===== config.mk =====
export PLATFORM = sky130hd
export DESIGN_NAME = sbpc_top
export DESIGN_NICKNAME = d
export VERILOG_FILES = /design/src/inc/sbpc_pkg.sv /design/src/rtl/sbpc_sync.sv /design/src/rtl/sbpc_parity.sv /design/src/rtl/sbpc_top.sv
export SDC_FILE = /design/constraint.sdc
export NUM_CORES = 1
export LEC_CHECK = 0
export BUFFER_PORTS_ARGS = -buffer_cell sky130_fd_sc_hd__buf_2
export CORE_ASPECT_RATIO = 1.75
export CORE_MARGIN = 2
export CORE_UTILIZATION = 45
export CTS_CLUSTER_DIAMETER = 100
export DETAILED_ROUTE_END_ITERATION = 7
export GPL_TIMING_DRIVEN = 0
export MAX_ROUTING_LAYER = met4
export PLACE_DENSITY = 0.73
export SLEW_MARGIN = 20
export SYNTH_ARGS = -nofsm -noshare
export SYNTH_HDL_FRONTEND = slang
export SYNTH_SLANG_ARGS = --single-unit

===== constraint.sdc =====
create_clock -name clk_in -period 2.1 [get_ports clk_in]
set_input_delay 0.21 -clock clk_in [delete_from_list [all_inputs] [get_ports clk_in]]
set_output_delay 0.21 -clock clk_in [all_outputs]
set_load 0.01 [all_outputs]

===== src/inc/sbpc_pkg.sv =====
// constants and types for the scsi bus pin control block
package sbpc_pkg;
    localparam int SBPC_DATA_W   = 8;
    localparam int SBPC_CTL_W    = 9;
    // control vector bit positions, active high internally
    localparam int SBPC_BIT_BSY  = 0;
    localparam int SBPC_BIT_SEL  = 1;
    localparam int SBPC_BIT_ATN  = 2;
    localparam int SBPC_BIT_ACK  = 3;
    localparam int SBPC_BIT_RST  = 4;
    localparam int SBPC_BIT_MSG  = 5;
    localparam int SBPC_BIT_CD   = 6;
    localparam int SBPC_BIT_REQ  = 7;
    localparam int SBPC_BIT_IO   = 8;
    localparam logic [SBPC_CTL_W-1:0] SBPC_CTL_IDLE = 9'h000;
    localparam logic [SBPC_DATA_W-1:0] SBPC_DATA_IDLE = 8'h00;

    typedef enum logic [4:0] {
        SBPC_IDLE      = 5'h01,
        SBPC_ARBITRATE = 5'h02,
        SBPC_SELECT    = 5'h04,
        SBPC_INITIATOR = 5'h08,
        SBPC_TARGET    = 5'h10
    } sbpc_state_t;

    // odd parity bit over a data byte
    function automatic logic sbpc_odd_parity(input logic [SBPC_DATA_W-1:0] d);
        sbpc_odd_parity = ~(^d);
    endfunction
endpackage


===== src/rtl/sbpc_sync.sv =====
// two-flop synchroniser for the incoming scsi control lines
module sbpc_sync #(
    parameter int WIDTH = 9
) (
    input  wire logic             clk_in,
    input  wire logic             rst_in,
    input  wire logic             ce_in,
    input  wire logic [WIDTH-1:0] async_in,
    output logic      [WIDTH-1:0] sync_out
);
    typedef struct packed {
        logic [WIDTH-1:0] first;
        logic [WIDTH-1:0] second;
    } sbpc_sync_t;
    sbpc_sync_t r;
    sbpc_sync_t next_r;
    always_comb begin
        next_r = r;
        if (ce_in) begin
            next_r.first  = async_in;
            next_r.second = r.first;
        end
    end
    always_ff @(posedge clk_in or posedge rst_in) begin
        if (rst_in) begin
            r <= '0;
        end else begin
            r <= next_r;
        end
    end
    assign sync_out = r.second;
endmodule


===== src/rtl/sbpc_parity.sv =====
// registered odd parity generator and checker for the data bus
module sbpc_parity #(
    parameter int WIDTH = 8
) (
    input  wire logic             clk_in,
    input  wire logic             rst_in,
    input  wire logic             ce_in,
    input  wire logic [WIDTH-1:0] data_in,
    input  wire logic             parity_in,
    input  wire logic             check_in,
    output logic                  parity_out,
    output logic                  error_out
);
    import sbpc_pkg::*;
    typedef struct packed {
        logic par;
        logic err;
    } sbpc_par_t;
    sbpc_par_t r;
    sbpc_par_t next_r;
    always_comb begin
        next_r = r;
        if (ce_in) begin
            next_r.par = sbpc_odd_parity(data_in);
            next_r.err = check_in && (parity_in != sbpc_odd_parity(data_in));
        end
    end
    always_ff @(posedge clk_in or posedge rst_in) begin
        if (rst_in) begin
            r <= '0;
        end else begin
            r <= next_r;
        end
    end
    assign parity_out = r.par;
    assign error_out  = r.err;
endmodule


===== src/rtl/sbpc_top.sv =====
// scsi bus pin control: pin drivers, role flags and external driver enables
module sbpc_top (
    input  wire logic                            clk_in,
    input  wire logic                            rst_in,
    input  wire logic                            ce_in,
    // user side requests
    input  wire logic                            arb_req_in,
    input  wire logic                            won_in,
    input  wire logic                            as_target_in,
    input  wire logic                            release_in,
    input  wire logic                            drive_data_in,
    input  wire logic [sbpc_pkg::SBPC_DATA_W-1:0] tx_data_in,
    input  wire logic                            tx_cd_in,
    input  wire logic                            tx_io_in,
    input  wire logic                            tx_msg_in,
    input  wire logic                            tx_atn_in,
    input  wire logic                            tx_req_in,
    input  wire logic                            tx_ack_in,
    // scsi bus pins, active low on the wire
    input  wire logic [sbpc_pkg::SBPC_DATA_W-1:0] db_n_in,
    input  wire logic                            bus_parity_line_n_in,
    input  wire logic [sbpc_pkg::SBPC_CTL_W-1:0]  ctl_n_in,
    output logic      [sbpc_pkg::SBPC_DATA_W-1:0] db_n_out,
    output logic      [sbpc_pkg::SBPC_DATA_W-1:0] db_oe_out,
    output logic                                 bus_parity_line_n_out,
    output logic                                 bus_parity_line_oe_out,
    output logic      [sbpc_pkg::SBPC_CTL_W-1:0]  ctl_n_out,
    output logic      [sbpc_pkg::SBPC_CTL_W-1:0]  ctl_oe_out,
    // external driver control
    output logic                                 data_driver_enable_out,
    output logic                                 originator_role_flag_out,
    output logic                                 responder_role_flag_out,
    output logic                                 contention_phase_flag_out,
    output logic                                 busy_driver_enable_out,
    output logic                                 select_driver_enable_out,
    // received and status
    output logic      [sbpc_pkg::SBPC_DATA_W-1:0] rx_data_out,
    output logic      [sbpc_pkg::SBPC_CTL_W-1:0]  rx_ctl_out,
    output logic                                 bus_busy_out,
    output logic                                 bus_reset_out,
    output logic                                 parity_error_out
);
    import sbpc_pkg::*;

    typedef struct packed {
        sbpc_state_t                state;
        logic [SBPC_DATA_W-1:0]     db_n;
        logic [SBPC_DATA_W-1:0]     db_oe;
        logic                       par_oe;
        logic [SBPC_CTL_W-1:0]      ctl_n;
        logic [SBPC_CTL_W-1:0]      ctl_oe;
        logic                       dde;
        logic                       init;
        logic                       targ;
        logic                       arb;
        logic                       bde;
        logic                       sde;
        logic [SBPC_DATA_W-1:0]     rx_data;
        logic [SBPC_CTL_W-1:0]      rx_ctl;
        logic                       busy;
        logic                       brst;
    } sbpc_reg_t;

    sbpc_reg_t r;
    sbpc_reg_t next_r;
    logic [SBPC_CTL_W-1:0] ctl_sync;
    logic                  par_err;
    logic                  checking;
    logic [SBPC_CTL_W-1:0] drv;
    logic                  drv_data;

    sbpc_sync #(
        .WIDTH (SBPC_CTL_W)
    ) u_sync (
        .clk_in   (clk_in),
        .rst_in   (rst_in),
        .ce_in    (ce_in),
        .async_in (~ctl_n_in),
        .sync_out (ctl_sync)
    );

    // check incoming parity only while listening to the data bus
    assign checking = ~drv_data;

    sbpc_parity #(
        .WIDTH (SBPC_DATA_W)
    ) u_par (
        .clk_in     (clk_in),
        .rst_in     (rst_in),
        .ce_in      (ce_in),
        .data_in    (drv_data ? tx_data_in : ~db_n_in),
        .parity_in  (~bus_parity_line_n_in),
        .check_in   (checking),
        .parity_out (),
        .error_out  (par_err)
    );

    always_comb begin
        next_r   = r;
        drv      = SBPC_CTL_IDLE;
        drv_data = 1'b0;
        case (r.state)
            SBPC_IDLE: begin
                if (arb_req_in && !ctl_sync[SBPC_BIT_BSY] && !ctl_sync[SBPC_BIT_SEL]) begin
                    next_r.state = SBPC_ARBITRATE;
                end
            end
            SBPC_ARBITRATE: begin
                drv[SBPC_BIT_BSY] = 1'b1;
                drv_data          = 1'b1;
                if (won_in) begin
                    next_r.state = SBPC_SELECT;
                end else if (release_in) begin
                    next_r.state = SBPC_IDLE;
                end
            end
            SBPC_SELECT: begin
                // busy released here; the peer's busy is only trusted once select is seen
                drv[SBPC_BIT_SEL] = 1'b1;
                drv[SBPC_BIT_IO]  = as_target_in;
                drv_data          = 1'b1;
                if (release_in) begin
                    next_r.state = SBPC_IDLE;
                end else if (ctl_sync[SBPC_BIT_BSY] && ctl_sync[SBPC_BIT_SEL]
                             && !drive_data_in) begin
                    next_r.state = as_target_in ? SBPC_TARGET : SBPC_INITIATOR;
                end
            end
            SBPC_INITIATOR: begin
                drv[SBPC_BIT_ATN] = tx_atn_in;
                drv[SBPC_BIT_ACK] = tx_ack_in;
                drv_data = drive_data_in && !ctl_sync[SBPC_BIT_IO];
                if (release_in || !ctl_sync[SBPC_BIT_BSY]) begin
                    next_r.state = SBPC_IDLE;
                end
            end
            SBPC_TARGET: begin
                drv[SBPC_BIT_BSY] = 1'b1;
                drv[SBPC_BIT_CD]  = tx_cd_in;
                drv[SBPC_BIT_IO]  = tx_io_in;
                drv[SBPC_BIT_MSG] = tx_msg_in;
                drv[SBPC_BIT_REQ] = tx_req_in;
                drv_data          = drive_data_in && tx_io_in;
                if (release_in) begin
                    next_r.state = SBPC_IDLE;
                end
            end
            default: begin
                next_r.state = SBPC_IDLE;
            end
        endcase
        if (ctl_sync[SBPC_BIT_RST]) begin
            next_r.state = SBPC_IDLE;
            drv          = SBPC_CTL_IDLE;
            drv_data     = 1'b0;
        end
        // open drain: drive low where asserted, float otherwise
        next_r.ctl_oe  = drv;
        next_r.ctl_n   = SBPC_CTL_IDLE;
        next_r.db_n    = ~tx_data_in;
        next_r.db_oe   = drv_data ? tx_data_in : SBPC_DATA_IDLE;
        next_r.par_oe  = drv_data && sbpc_odd_parity(tx_data_in);
        next_r.dde     = drv_data;
        next_r.bde     = drv[SBPC_BIT_BSY];
        next_r.sde     = drv[SBPC_BIT_SEL];
        // flags follow the state that drives the lines, so they align with the enables
        next_r.init    = (r.state == SBPC_INITIATOR) && !ctl_sync[SBPC_BIT_RST];
        next_r.targ    = (r.state == SBPC_TARGET) && !ctl_sync[SBPC_BIT_RST];
        next_r.arb     = (r.state == SBPC_ARBITRATE) && !ctl_sync[SBPC_BIT_RST];
        next_r.rx_data = ~db_n_in;
        next_r.rx_ctl  = ctl_sync;
        next_r.busy    = ctl_sync[SBPC_BIT_BSY];
        next_r.brst    = ctl_sync[SBPC_BIT_RST];
        if (!ce_in) begin
            next_r = r;
        end
    end

    always_ff @(posedge clk_in or posedge rst_in) begin
        if (rst_in) begin
            r       <= '0;
            r.state <= SBPC_IDLE;
        end else begin
            r <= next_r;
        end
    end

    assign db_n_out                  = r.db_n;
    assign db_oe_out                 = r.db_oe;
    assign bus_parity_line_n_out     = 1'b0;
    assign bus_parity_line_oe_out    = r.par_oe;
    assign ctl_n_out                 = r.ctl_n;
    assign ctl_oe_out                = r.ctl_oe;
    assign data_driver_enable_out    = r.dde;
    assign originator_role_flag_out  = r.init;
    assign responder_role_flag_out   = r.targ;
    assign contention_phase_flag_out = r.arb;
    assign busy_driver_enable_out    = r.bde;
    assign select_driver_enable_out  = r.sde;
    assign rx_data_out               = r.rx_data;
    assign rx_ctl_out                = r.rx_ctl;
    assign bus_busy_out              = r.busy;
    assign bus_reset_out             = r.brst;
    assign parity_error_out          = par_err;
endmodule


==> metrics.md <==
| Metric | Value |
|---|---|
| Router iterations before antenna repair | `4` |
| CTS sink count | `70` |
| Layout cells sized above 1 | `0.440` |
| Final hold violation count | `0` |
| Vias per cell | `4.86` |
| Fill count | `619` |
| Area growth syn-to-layout | `28.9%` |
| Register area share after synthesis | `0.526` |
| Number of max-cap violations | `0` |
| DP Cell Count | `492` |
| Footprint of the multi-input gates | `1160 um^2` |
| Rows | `41` |
| ANT cells | `0` |
| DRC viols | `0` |
| I/O Buffers | `90` |
| Largest net degree at the start of global routing | `47` |
| Peak VDD IR | `599 uV` |
| Post-CTS Setup Inserts | `0` |
| Hold endpoint | `u_sync.r[10]$_DFFE_PP0P_` |
| Slowest-stage cell, CP | `dfstp_2` |
| I/O pin cnt | `102` |
| Min-delay src | `ctl_n_in[1]` |
| Top FF cell, synth | `dfrtp_1` |
| Clk slew on worst S/H paths | `60 ps` |
| Final setup vio count | `0` |
| Critical Path RT | `2340 ps` |
| Overall power | `4090 uW` |
| Storage cell area | `1750 um^2` |
| Cells after Synth | `305` |
| Global-route wire length before repair | `12600 um` |
| Fin util | `0.598` |
| Top-area cell type share of the netlist area | `0.518` |
| Critical path class | `register to register` |
| Reg2reg end | `r[63]$_DFFE_PP0P_` |
| Hold path depth | `2` |
| CP Buf/Inv Count | `0` |
| Family with the most delay on the worst path | `simple AND/OR/NAND/NOR gates` |
| R2r setup slk | `110 ps` |
| Worst path max stage delay | `610 ps` |
| Place WS | `111 ps` |
| Setup ws final | `114 ps` |
| Placeable core area | `7180 um^2` |
| Period utilization | `0.946` |
| Leakage | `0.00218 uW` |
| Yosys warning count | `0` |
| Area contributors post-synth | `dfrtp_1 (52%), buf_4 (12%), mux2_2 (6.1%)` |
| Synth Area per Inst | `10.9 um^2` |
| GRT overflow | `0` |
| H-tree levels | `3` |
| Post-synth EDFFs | `0` |
| Crit path cell chain | `nor3b_1 > o2111ai_2 > o211ai_2 > or4_4 > nand2b_4 > o31ai_4` |
| Die extent in x | `69.1 um` |
| Pint | `3010 uW` |
| CTS tree | `built` |
| Combinational Power Share | `0.210` |
| CTS Buffer Depth | `2` |
| Antenna Nets Post-Route | `0` |
| Vias in the first global route | `2591` |
| WL per Instance | `14.6 um` |
| Post-DP HPWL | `5590 um` |
| Starting Density | `0.464` |
| RePlAce Congestion | `0.897` |
| Final Critical Period | `1990 ps` |
| Slew @ Worst Pin | `531 ps` |
| Register bit total from synthesis | `70` |
| CTS buffer count | `9` |
| Skew final | `4.97 ps` |
| Seq pwr share | `0.392` |
| Hold WC Path Type | `input pin to register` |
| Synth async-reset ratio | `1.00` |
| Pwr/cell area | `951 nW/um^2` |
| Psw | `1080 uW` |
| Final Max Slew Viols | `0` |
| Hold_ws | `50.8 ps` |
| Full die area | `8140 um^2` |
| Antenna violations before repair | `0` |
| Critical path startpoint category | `register` |
| RSZ-0062 raised after global routing | `false` |
| Final #Nets | `458` |
| Worst-path fanout max | `7` |
| Slew HR | `0.646` |
| Clock power share | `0.398` |
| Worst-Skew Late Latency | `330 ps` |
| Critical Path AT | `2230 ps` |
| Gr usage total | `0.201` |
| Post-synth cell types | `39` |
| Crit. End Element | `register` |
| Switching Share | `0.265` |
| Die H | `118 um` |
| Max Fclk | `0.503 GHz` |
| Final wirelength | `7410 um` |
| Worst setup startpoint | `r[60]$_DFFE_PP1P_` |
| Mapped cell area | `3330 um^2` |
| R2R Path Start | `r[60]$_DFFE_PP1P_` |
| Root Buffer | `clkbuf_16` |
| Via count | `2475` |
| Outcome | `complete, no violations` |
| Final std cells w/o fill | `509` |
| Leading area contributor after synthesis | `dfrtp_1` |
| R2R depth | `6` |
| First DRT Iteration DRCs | `141` |
==> worst max path at each step <==
stage                                               endpoint  cells past startpoint
after detailed placement                   r[63]$_DFFE_PP0P_                      6
final                                      r[63]$_DFFE_PP0P_                      6
after floorplan           bus_parity_line_oe_out$_DFFE_PP0P_                      1
after CTS                                  r[63]$_DFFE_PP0P_                      6
after global routing             u_par.error_out$_DFFE_PP0P_                      7
after global placement                     r[62]$_DFFE_PP0P_                      2
==> kinds of logic after synthesis <==
group | share of synthesized area
xor gates and xnor gates | 0.0420
AOI/OAI and AO/OA | 0.147
DFF | 0.526
buffers and inverters | 0.140
and+or+nand+nor | 0.0830
muxes | 0.0608
other | 0.00113
==> state kept, by name, summed over array words and instances, names as in the netlist <==
register / count
rx_ctl_out: 9
u_sync.r: 9
u_sync.sync_out: 9
ctl_oe_out: 8
db_n_out: 8
db_oe_out: 8
rx_data_out: 8
r: 5
bus_parity_line_oe_out: 1
contention_phase_flag_out: 1
data_driver_enable_out: 1
originator_role_flag_out: 1
responder_role_flag_out: 1
u_par.error_out: 1
==> cell usage in the layout, fill, tap and decap left out, drive strengths merged, types with 11 or more instances in the layout <==
| cell | netlist | final |
|---|---|---|
| o21ai | 14 | 14 |
| nor2 | 13 | 13 |
| clkbuf | 9 | 20 |
| conb | 1 | 11 |
| mux2 | 18 | 18 |
| a21oi | 14 | 14 |
| nand2 | 29 | 29 |
| o2bb2ai | 11 | 11 |
| xnor2 | 15 | 15 |
| buf | 55 | 146 |
| dfrtp | 69 | 69 |
==> cell usage after synthesis, drive strengths merged (2+ instances only) <==
cell type   n
inv         8
nand2      29
nor3        6
a22o        5
nand3       2
o2bb2ai    11
buf        55
o21ai      14
mux2       18
xnor2      15
o21a        9
nor2       13
a22oi       2
o31ai       2
clkbuf      9
dfrtp      69
a21oi      14
o2111ai     2
a21o        5
nor2b       3
==> power groups by stage <==
| stage | Sequential (uW) | Clock [uW] | Combinational [uW] |
|---|---|---|---|
| detailed placement | 1620 | 0 | 862 |
| global placement | 1620 | 0 | 848 |
| global route | 1620 | 1720 | 943 |
| floorplan | 1600 | 0 | 600 |
| finish | 1600 | 1630 | 858 |
| CTS | 1600 | 1670 | 868 |
==> area by class of cell <==
type                            instances  share of cell area
Buffer                                 64               0.102
Clock buffer                           11              0.0565
Clock inverter                          5              0.0189
Inverter                                8             0.00757
Multi-Input combinational cell        173               0.269
Sequential cell                        70               0.408
Tap cell                               86              0.0250
Timing Repair Buffer                   92               0.114
==> metrics by stage <==
step | TNS (ps) | area [um^2]
2_1_floorplan | 0 | 3370
3_3_place_gp | -47050 | 3930
3_5_place_dp | 0 | 3960
4_1_cts | 0 | 4290
5_1_grt | 0 | 4300
6_report | 0 | 4300
==> timing repair <==
item | CTS | global route
gates resized for setup | 0 | 1
endpoints found under the setup margin | 0 | 1
hold endpoints to repair | 24 | 0
hold buffers | 1 | 0
==> per-layer routing <==
layer | GRT usage | wire length (um)
met5 | - | 0
met1 | 0.212 | 2750
met4 | 0.0931 | 230
met2 | 0.355 | 4070
met3 | 0.0420 | 361
(Power assumes the default switching activity.)
